[src/pkg/uart_irq_pkg.sv]
// package: register map, bit positions, reset values and timing for uart irq
package uart_irq_pkg;
	// apb byte addresses
	localparam logic [7:0] ADDR_CTRL1  = 8'h00;
	localparam logic [7:0] ADDR_CTRL2  = 8'h04;
	localparam logic [7:0] ADDR_INTERRUPT_CONTROL_REG_1  = 8'h08;
	localparam logic [7:0] ADDR_STATUS = 8'h0c;
	localparam logic [7:0] ADDR_PWR    = 8'h10;
	// uart_control_reg_1 bits
	localparam int CR1_UART_FUNCTION_ENABLE = 7;
	localparam int CR1_BNO    = 6;
	localparam int CR1_PARITY_ENABLE   = 5;
	// uart_control_reg_2 bits
	localparam int CR2_TXEN   = 7;
	localparam int CR2_RECEIVER_ENABLE   = 6;
	localparam int CR2_ADDRESS_DETECT_ENABLE  = 3;
	localparam int CR2_WAKE   = 2;
	localparam int CR2_RIE    = 1;
	localparam int CR2_TIIE   = 0;
	localparam int CR2_TEIE   = 4;
	// interrupt_control_reg_1 bits
	localparam int IC1_EMI    = 0;
	localparam int IC1_UART_IRQ_ENABLE   = 1;
	localparam int IC1_PEND   = 2;
	// status bits
	localparam int ST_TIDLE   = 0;
	localparam int ST_TXEMPTY = 1;
	localparam int ST_RECEIVE_DATA_AVAILABLE_FLAG    = 2;
	localparam int ST_OERR    = 3;
	localparam int ST_RESUME  = 4;
	localparam int ST_PDOWN   = 5;
	// reset values
	localparam logic [7:0] CTRL1_RST = 8'h00;
	localparam logic [7:0] CTRL2_RST = 8'h00;
	localparam logic [7:0] INTERRUPT_CONTROL_REG_1_RST = 8'h00;
	// resume delay after rx wake-up
	localparam int RESUME_CYCLES = 1024;
	localparam int RESUME_W      = 11;
	typedef enum logic [1:0] {RUN, SLEEP, RESUME} pwr_t;
endpackage

[src/hdl/rx_pin_sync.sv]
// three-flop pin synchroniser with agreement filter for the rx pin
`timescale 1ns/10ps
module rx_pin_sync (
	// clock and reset
	input  wire logic clock,
	input  wire logic rstn,
	// pin and filtered level
	input  wire logic pinIn,
	output logic      level
);
	logic s1_r;
	logic s2_r;
	logic s3_r;

	// idle line is high, so reset to one
	always_ff @(posedge clock or negedge rstn) begin
		if (!rstn) begin
			s1_r  <= 1'b1;
			s2_r  <= 1'b1;
			s3_r  <= 1'b1;
			level <= 1'b1;
		end else begin
			s1_r <= pinIn;
			s2_r <= s1_r;
			s3_r <= s2_r;
			if (s2_r == s3_r)
				level <= s3_r;
		end
	end
endmodule // rx_pin_sync

[src/hdl/uart_irq_wakeup.sv]
// uart interrupt merge, address detect and power-down wake-up logic
`timescale 1ns/10ps
// Notes on behaviour
// - all uart sources merge into one request with its own vector strobe
// - four status flags raise the request only when enabled in control 2
// - tx empty and tx idle own enables; rx data and overrun share one
// - address detect has no flag; raises request when its enable set
// - rx wake raises request when wake and rx interrupt enables set
// - after wake wait 1024 cycles, ignore rx pin, hold interrupt
// - status flags read-only; vectoring does not clear them
// - request gated by uart interrupt enable and global enable
// - vector taken only while call stack is not full
// - address detect needs top received bit high, bit 9 or bit 8
// - without address detect every rx flag set gives interrupt
// - power-down stops uart clocks, aborts tx, drives tx high
// - power-down abandons a reception in progress
// - power-down leaves all registers unchanged
// - falling rx edge wakes chip when four enables all set
// - wake without global or uart enable gives no interrupt
// - rx data flag set while buffer holds an unread character
// - overrun also raises request under shared rx enable
module uart_irq_wakeup
	import uart_irq_pkg::*;
#(
	parameter int RESUME_LEN = RESUME_CYCLES
) (
	// clock and reset
	input  wire logic        clock,
	input  wire logic        rstn,
	// apb slave
	input  wire logic        psel,
	input  wire logic        penable,
	input  wire logic        pwrite,
	input  wire logic [7:0]  paddr,
	input  wire logic [31:0] pwdata,
	output logic [31:0]      prdata,
	output logic             pready,
	output logic             pslverr,
	// uart core status
	input  wire logic        txEmpty,
	input  wire logic        txIdle,
	input  wire logic        rxUnread,
	input  wire logic        rxOverrun,
	input  wire logic        rxWordDone,
	input  wire logic [8:0]  rxWord,
	input  wire logic        txBusy,
	input  wire logic        rxBusy,
	// cpu side
	input  wire logic        powerDownReq,
	input  wire logic        stackFull,
	input  wire logic        vectorAck,
	// pins
	input  wire logic        rxPin,
	output logic             rxPinOk,
	output logic             txForceHigh,
	output logic             txAbort,
	output logic             rxAbort,
	// uart clock gating and system wake
	output logic             uartClkEn,
	output logic             cpuWake,
	output logic             irqReq,
	output logic             vectorJump
);
	logic [7:0]          ctrl1_r;
	logic [7:0]          ctrl2_r;
	logic [7:0]          interrupt_control_reg_1_r;
	logic                addrHit_r;
	logic                wakeHit_r;
	logic                rxLevelD_r;
	logic                pdArmed_r;
	logic [RESUME_W-1:0] resumeCnt_r;
	logic [RESUME_W-1:0] resumeCnt_nxt;
	pwr_t                pwr_r;
	pwr_t                pwr_nxt;
	logic                rxLevel;
	logic                rxFall;
	logic                wakeArmed;
	logic                topBit;
	logic                srcTxEmpty;
	logic                srcTxIdle;
	logic                srcRxData;
	logic                srcOverrun;
	logic                srcAddr;
	logic                srcWake;
	logic                anySrc;
	logic                gatedReq;
	logic                wrEn;
	logic                rdEn;
	logic                addrOk;
	logic [7:0]          statusVal;
	logic [31:0]         rdData;
	logic                inResume;
	logic                resumeDone;
	logic                wrCtrl1;
	logic                wrCtrl2;
	logic                wrIntc1;
	logic                inRun;
	logic                inSleep;
	logic                enterPd;
	logic                wakeEvt;
	logic                runNext;
	logic                jump_nxt;

	function automatic logic hit(input logic [7:0] a, input logic [7:0] r);
		return a == r;
	endfunction

	rx_pin_sync u_rx_sync (
		.clock (clock),
		.rstn  (rstn),
		.pinIn (rxPin),
		.level (rxLevel)
	);

	// apb decode, zero wait states
	assign wrEn   = psel && penable && pwrite;
	assign rdEn   = psel && !penable && !pwrite;
	assign addrOk = hit(paddr, ADDR_CTRL1) || hit(paddr, ADDR_CTRL2) ||
		hit(paddr, ADDR_INTERRUPT_CONTROL_REG_1) || hit(paddr, ADDR_STATUS) ||
		hit(paddr, ADDR_PWR);
	// one strobe per register keeps the update blocks small
	assign wrCtrl1 = wrEn && hit(paddr, ADDR_CTRL1);
	assign wrCtrl2 = wrEn && hit(paddr, ADDR_CTRL2);
	assign wrIntc1 = wrEn && hit(paddr, ADDR_INTERRUPT_CONTROL_REG_1);

	// bits 3:0 come straight from the uart core, bits 5:4 from the power state; software cannot write them
	assign statusVal = {2'b00, pwr_r == SLEEP, inResume, rxOverrun,
		rxUnread, txEmpty, txIdle};

	assign rdData =
		hit(paddr, ADDR_CTRL1)  ? {24'h000000, ctrl1_r} :
		hit(paddr, ADDR_CTRL2)  ? {24'h000000, ctrl2_r} :
		hit(paddr, ADDR_INTERRUPT_CONTROL_REG_1)  ? {24'h000000, interrupt_control_reg_1_r[7:3], irqReq,
			interrupt_control_reg_1_r[1:0]} :
		hit(paddr, ADDR_STATUS) ? {24'h000000, statusVal} :
		hit(paddr, ADDR_PWR)    ? {30'h00000000, pwr_r == RESUME,
			pwr_r == SLEEP} : 32'h00000000;

	// power state
	assign inResume   = pwr_r == RESUME;
	assign resumeDone = resumeCnt_r == RESUME_W'(RESUME_LEN - 1);
	assign wakeArmed  = ctrl2_r[CR2_WAKE] && ctrl1_r[CR1_UART_FUNCTION_ENABLE] &&
		ctrl2_r[CR2_RECEIVER_ENABLE] && ctrl2_r[CR2_RIE];
	assign rxFall     = rxLevelD_r && !rxLevel;
	assign inRun      = pwr_r == RUN;
	assign inSleep    = pwr_r == SLEEP;
	assign enterPd    = inRun && powerDownReq;
	assign wakeEvt    = inSleep && pwr_nxt == RESUME;
	assign runNext    = pwr_nxt == RUN;

	always_comb begin
		pwr_nxt       = pwr_r;
		resumeCnt_nxt = resumeCnt_r;
		case (pwr_r)
			RUN: begin
				if (powerDownReq)
					pwr_nxt = SLEEP;
			end
			SLEEP: begin
				if (pdArmed_r && rxFall) begin
					pwr_nxt       = RESUME;
					resumeCnt_nxt = '0;
				end
			end
			RESUME: begin
				resumeCnt_nxt = resumeCnt_r + 1'b1;
				if (resumeDone)
					pwr_nxt = RUN;
			end
			default: pwr_nxt = RUN;
		endcase
	end

	// interrupt sources
	assign topBit     = ctrl1_r[CR1_BNO] ? rxWord[8] : rxWord[7];
	assign srcTxEmpty = txEmpty && ctrl2_r[CR2_TEIE];
	assign srcTxIdle  = txIdle && ctrl2_r[CR2_TIIE];
	assign srcRxData  = rxUnread && ctrl2_r[CR2_RIE] &&
		!ctrl2_r[CR2_ADDRESS_DETECT_ENABLE];
	assign srcOverrun = rxOverrun && ctrl2_r[CR2_RIE];
	assign srcAddr    = addrHit_r && ctrl2_r[CR2_ADDRESS_DETECT_ENABLE];
	assign srcWake    = wakeHit_r && ctrl2_r[CR2_WAKE] &&
		ctrl2_r[CR2_RIE];
	assign anySrc     = srcTxEmpty || srcTxIdle || srcRxData ||
		srcOverrun || srcAddr || srcWake;
	// interrupt held off while asleep or resuming
	assign gatedReq   = anySrc && interrupt_control_reg_1_r[IC1_UART_IRQ_ENABLE] && interrupt_control_reg_1_r[IC1_EMI] &&
		pwr_r == RUN;
	// single pulse; a stack full cycle simply retries later
	assign jump_nxt   = gatedReq && !stackFull && !vectorJump &&
		!vectorAck;

	// control registers keep contents across power-down
	always_ff @(posedge clock or negedge rstn) begin
		if (!rstn)
			ctrl1_r <= CTRL1_RST;
		else if (wrCtrl1)
			ctrl1_r <= pwdata[7:0];
	end

	always_ff @(posedge clock or negedge rstn) begin
		if (!rstn)
			ctrl2_r <= CTRL2_RST;
		else if (wrCtrl2)
			ctrl2_r <= pwdata[7:0];
	end

	always_ff @(posedge clock or negedge rstn) begin
		if (!rstn)
			interrupt_control_reg_1_r <= INTERRUPT_CONTROL_REG_1_RST;
		else if (wrIntc1)
			interrupt_control_reg_1_r <= pwdata[7:0];
	end

	// address match is an event: held until vectored, set wins over clear
	always_ff @(posedge clock or negedge rstn) begin
		if (!rstn)
			addrHit_r <= 1'b0;
		else if (rxWordDone && topBit && pwr_r == RUN &&
			ctrl2_r[CR2_ADDRESS_DETECT_ENABLE])
			addrHit_r <= 1'b1;
		else if (vectorAck || !ctrl2_r[CR2_ADDRESS_DETECT_ENABLE])
			addrHit_r <= 1'b0;
	end

	// wake event waits out the resume interval before it may interrupt
	always_ff @(posedge clock or negedge rstn) begin
		if (!rstn)
			wakeHit_r <= 1'b0;
		else if (pwr_r == SLEEP && pwr_nxt == RESUME)
			wakeHit_r <= interrupt_control_reg_1_r[IC1_EMI] && interrupt_control_reg_1_r[IC1_UART_IRQ_ENABLE];
		else if (vectorAck && pwr_r == RUN)
			wakeHit_r <= 1'b0;
	end

	// power state and resume counter
	always_ff @(posedge clock or negedge rstn) begin
		if (!rstn) begin
			pwr_r       <= RUN;
			resumeCnt_r <= '0;
		end else begin
			pwr_r       <= pwr_nxt;
			resumeCnt_r <= resumeCnt_nxt;
		end
	end

	// enables sampled as sleep begins
	always_ff @(posedge clock or negedge rstn) begin
		if (!rstn)
			pdArmed_r <= 1'b0;
		else if (enterPd)
			pdArmed_r <= wakeArmed;
	end

	// idle level is high, so no false edge follows reset
	always_ff @(posedge clock or negedge rstn) begin
		if (!rstn)
			rxLevelD_r <= 1'b1;
		else
			rxLevelD_r <= rxLevel;
	end

	// apb answer: zero wait states, read data taken at setup
	always_ff @(posedge clock or negedge rstn) begin
		if (!rstn) begin
			prdata  <= 32'h00000000;
			pready  <= 1'b0;
			pslverr <= 1'b0;
		end else begin
			pready  <= psel && !penable;
			pslverr <= psel && !penable && !addrOk;
			if (rdEn)
				prdata <= addrOk ? rdData : 32'h00000000;
		end
	end

	// interrupt request and vector strobe
	always_ff @(posedge clock or negedge rstn) begin
		if (!rstn) begin
			irqReq     <= 1'b0;
			vectorJump <= 1'b0;
		end else begin
			irqReq     <= gatedReq;
			vectorJump <= jump_nxt;
		end
	end

	// power-down controls; uart clocks run through reset
	always_ff @(posedge clock or negedge rstn) begin
		if (!rstn) begin
			uartClkEn   <= 1'b1;
			txForceHigh <= 1'b0;
			txAbort     <= 1'b0;
			rxAbort     <= 1'b0;
			cpuWake     <= 1'b0;
			rxPinOk     <= 1'b1;
		end else begin
			uartClkEn   <= runNext;
			txForceHigh <= !runNext;
			txAbort     <= enterPd && txBusy;
			rxAbort     <= enterPd && rxBusy;
			cpuWake     <= wakeEvt;
			rxPinOk     <= runNext;
		end
	end
endmodule // uart_irq_wakeup

[config.mk]
export PLATFORM = sky130hd
export DESIGN_NAME = uart_irq_wakeup
export DESIGN_NICKNAME = d
export VERILOG_FILES = /design/src/pkg/uart_irq_pkg.sv /design/src/hdl/rx_pin_sync.sv /design/src/hdl/uart_irq_wakeup.sv
export SDC_FILE = /design/constraint.sdc
export NUM_CORES = 1
export LEC_CHECK = 0
export ABC_CLOCK_PERIOD_IN_PS = 1240
export BUFFER_PORTS_ARGS = -buffer_cell sky130_fd_sc_hd__buf_2
export CAP_MARGIN = 20
export CORE_MARGIN = 2
export CORE_UTILIZATION = 35
export CTS_CLUSTER_SIZE = 28
export DETAILED_ROUTE_END_ITERATION = 16
export GPL_ROUTABILITY_DRIVEN = 0
export SYNTH_ARGS = -nofsm -noshare
export SYNTH_HDL_FRONTEND = slang
export SYNTH_HIERARCHICAL = 1
export SYNTH_SLANG_ARGS = --single-unit
[constraint.sdc]
create_clock -name clock -period 1.24 [get_ports clock]
set_clock_uncertainty 0.05 [all_clocks]
set_input_delay 0.062 -clock clock [delete_from_list [all_inputs] [get_ports clock]]
set_output_delay 0.062 -clock clock [all_outputs]
set_load 0.005 [all_outputs]
==> impl_metrics.csv <==
group,metric,value,unit
setup_path,cp_slowest_cell,"mux4_2",
clock_network,cts_tree,"yes",
pwr,pwr-share-clk,0.398,
sta,drv_slew,0,
synthesis,synth-edff-count,0,
clock_network,clkLatencyLatePin,0.34,ns
routing,dr.pass1.iters,5,
cells_and_area,drive_gt1_frac,0.471,
pwr,power_switching,0.929,mW
place,dpl-instance-area,3510,sq um
setup_path,crit_start,"pwr_r[0]$_DFF_PN0_",
run,cap_violations,0,
setup_path,critPathMaxFanout,3,
pwr,sw_frac_of_total,0.235,
floorplan,ios,107,
sta,fmax,696,MHz
min_path,hold_class,"input pin to flop",
global_routing,grt_pass1_vias,2273,
cells_and_area,nFillCells,746,
pwr,p_int,3.02,mW
clock_network,cts_buffers,9,
cells_and_area,postLayoutCellArea,4080,sq um
min_path,min_from,"stackFull",
routing,drc,0,
floorplan,fp.dieW,95.4,um
place,dpl_worst_slack,-0.360,ns
global_routing,grt_overflow_total,0,
global_routing,antenna_found_initial,0,
routing,antenna_left,0,
setup_path,critPathCaptureType,"flop",
synthesis,netlist_area,2930,sq um
sta,setup_viol,25,
clock_network,ctsHoldBuffers,15,
global_routing,track_usage,0.166,
setup_path,path_buf_inv,1,
global_routing,grt_pass1_wl,11300,um
outcome,violations,"hold timing, setup timing",
floorplan,core,8180,sq um
clock_network,cts-root-buf,"clkbuf_8",
cells_and_area,layout.nets,437,
setup_path,cp.required,1.42,ns
place,dp_cells,440,
synthesis,synth_cells,252,
floorplan,std_cell_rows,33,
cells_and_area,final_cells,481,
routing,drtIter0Drc,120,
place,io_buffers,51,
clock_network,h-tree-depth,3,
routing,vias_per_cell,4.81,
pwr,p_comb_frac,0.082,
synthesis,seq_area_frac_synth,0.524,
setup_path,max_stage_delay,0.46,ns
outcome,outcome,"finished with violations",
sta,period_minus_slack,1.44,ns
synthesis,avgSynthCellArea,11.6,sq um
pwr,powerDensity,967,nW/um^2
routing,wl_per_cell,14.1,um
setup_path,critPathTopFamily,"multiplexers",
sta,final_hold_viol_count,1,
pwr,ir_drop,725,uV
setup_path,path_cells,"buf_6 -> nor2b_4 -> mux4_2 -> a22o_1",
sta,fin_crit_sh,1.16,
setup_path,crit_type,"flop to flop",
pwr,leakagePower,1.99,nW
synthesis,synth_seq_cells,61,
setup_path,timing.rr.start,"pwr_r[0]$_DFF_PN0_",
setup_path,crit_path_start_kind,"flop",
sta,worst_slack,-0.198,ns
clock_network,cts.path.max_buffers,2,
cells_and_area,postLayoutCoreUtil,0.499,
sta,rsz0062_at_grt,"yes",
global_routing,grt_max_degree,36,
synthesis,yosys_most_used_dff,"dfrtp_1",
sta,final.setup.tns,-1.87,ns
cells_and_area,diodes,0,
pwr,power_frac_seq,0.520,
clock_network,cts.sinks,61,
routing,wirelength,6780,um
place,place_hpwl,4820,um
floorplan,dieArea,9110,sq um
sta,hold_ws,-0.0212,ns
setup_path,arrival,1.62,ns
clock_network,clk_pin_slew,0.07,ns
synthesis,async_flop_share,1.00,
floorplan,die_h,95.4,um
floorplan,initial_core_util,0.358,
synthesis,yosys_warnings,6,
synthesis,synth_cell_type_count,46,
cells_and_area,area_growth,39.5,%
routing,num_vias,2316,
metal layers:
metal | vias up | share of wire | track usage | wire length, um
met1 | 1131 | 0.46 | 0.229 | 3150
met5 | - | 0 | 0 | 0
met4 | 0 | 0.018 | 0.0738 | 125
met3 | 12 | 0.037 | 0.0395 | 250
li1 | 1122 | - | - | -
met2 | 51 | 0.48 | 0.247 | 3260
placed cells by master, fill, tap and decap left out, types with 9 or more instances in the layout:
master / Yosys / routed
buf_2: 2 / 51
buf_4: 25 / 42
clkbuf_8: 0 / 11
conb_1: 1 / 24
dfrtp_1: 55 / 55
dlygate4sd3_1: 0 / 15
mux2_2: 24 / 24
nand2_1: 18 / 15
nand4_1: 9 / 9
nor2_1: 11 / 11
cells by family after synthesis:
logic type / count (synthesis) / share of synthesized area
AOI/OAI and AO/OA: 46 / 0.103
xor gates and xnor gates: 1 / 0.00299
adders and majority gates: 2 / 0.00812
buffers and inverters: 35 / 0.0804
DFF: 61 / 0.524
muxes: 30 / 0.130
other: 1 / 0.00128
and+or+nand+nor: 76 / 0.150
flip-flops by register name, summed over array words and instances (netlist names), 2 cells and up:
name                       flops
ctrl1_r                        8
resumeCnt_r                   11
pwr_r                          2
interrupt_control_reg_1_r      7
ctrl2_r                        8
prdata                         8
power by group through the flow:
stage	sequential (mW)	clock, mW	combinational (mW)
2_1_floorplan	2.09	0	0.166
3_3_place_gp	2.09	0	0.278
3_5_place_dp	2.09	0	0.282
4_1_cts	2.05	1.63	0.322
5_1_grt	2.05	1.74	0.369
6_report	2.05	1.57	0.324
final timing paths:
check | to | slack (ns) | cells after the start
worst max-delay path | prdata[5]$_DFFE_PN0P_ | -0.20 | 4
worst min-delay path | vectorJump$_DFF_PN0_ | -0.02 | 3
worst max register to register | prdata[5]$_DFFE_PN0P_ | -0.20 | 4
worst min register to register | u_rx_sync/s2_r$_DFF_PN1_ | 0.31 | 0
max in group asynchronous | u_rx_sync/s1_r$_DFF_PN1_ | 0.46 | 3
min in group asynchronous | prdata[6]$_DFFE_PN0P_ | 0.11 | 2
tightest hold or removal path, cell delays in order:
cell,delay (ns)
buf_2,0.08
or3_4,0.13
a2111oi_4,0.05
stage by stage:
| stage | hold slack, ns | power, mW |
|---|---|---|
| 6_report | -0.0212 | 3.95 |
| 5_1_grt | -0.0375 | 4.16 |
| 4_1_cts | -0.0785 | 4.00 |
| 3_5_place_dp | -0.0646 | 2.37 |
| 3_3_place_gp | -0.0660 | 2.36 |
| 2_1_floorplan | -0.284 | 2.25 |
synth_stat cells (2+ instances only):
master / count / area (sq um)
nand3_1: 8 / 40.0
a21oi_1: 7 / 35.0
and3_1: 5 / 31.3
mux2_2: 24 / 270
buf_2: 2 / 10.0
a22o_1: 6 / 52.6
mux4_2: 4 / 90.1
buf_4: 25 / 188
dfrtp_1: 55 / 1380
nor2_4: 3 / 33.8
o21ai_0: 14 / 70.1
a31oi_1: 3 / 18.8
clkbuf_1: 2 / 7.51
or3_1: 2 / 12.5
and3b_1: 2 / 17.5
nand4_1: 9 / 56.3
nand2_1: 18 / 67.6
inv_1: 5 / 18.8
nor2_1: 11 / 41.3
o31ai_1: 4 / 30.0
nor2b_1: 5 / 31.3
o211ai_1: 5 / 37.5
dfstp_2: 6 / 158
nand2b_1: 4 / 25.0
mux2i_1: 2 / 20.0
timing repair:
| action | 4_1_cts | 5_1_grt |
|---|---|---|
| buffers inserted | 3 | 7 |
| pin swaps | 8 | 8 |
| endpoints found under the hold margin | 87 | 1 |
| endpoints found under the setup margin | 27 | 30 |
| gates resized for setup | 14 | 29 |
area by class of cell:
| cell class | instances | area (sq um) | area share |
|---|---|---|---|
| Sequential cell | 61 | 1530 | 0.376 |
| Multi-Input combinational cell | 179 | 1410 | 0.345 |
| Timing Repair Buffer | 115 | 817 | 0.200 |
| Clock buffer | 14 | 163 | 0.0398 |
| Tap cell | 105 | 131 | 0.0322 |
| Inverter | 5 | 18.8 | 0.00460 |
| Clock inverter | 2 | 10.0 | 0.00245 |
No activity file was read; power rests on OpenSTA's default activity.
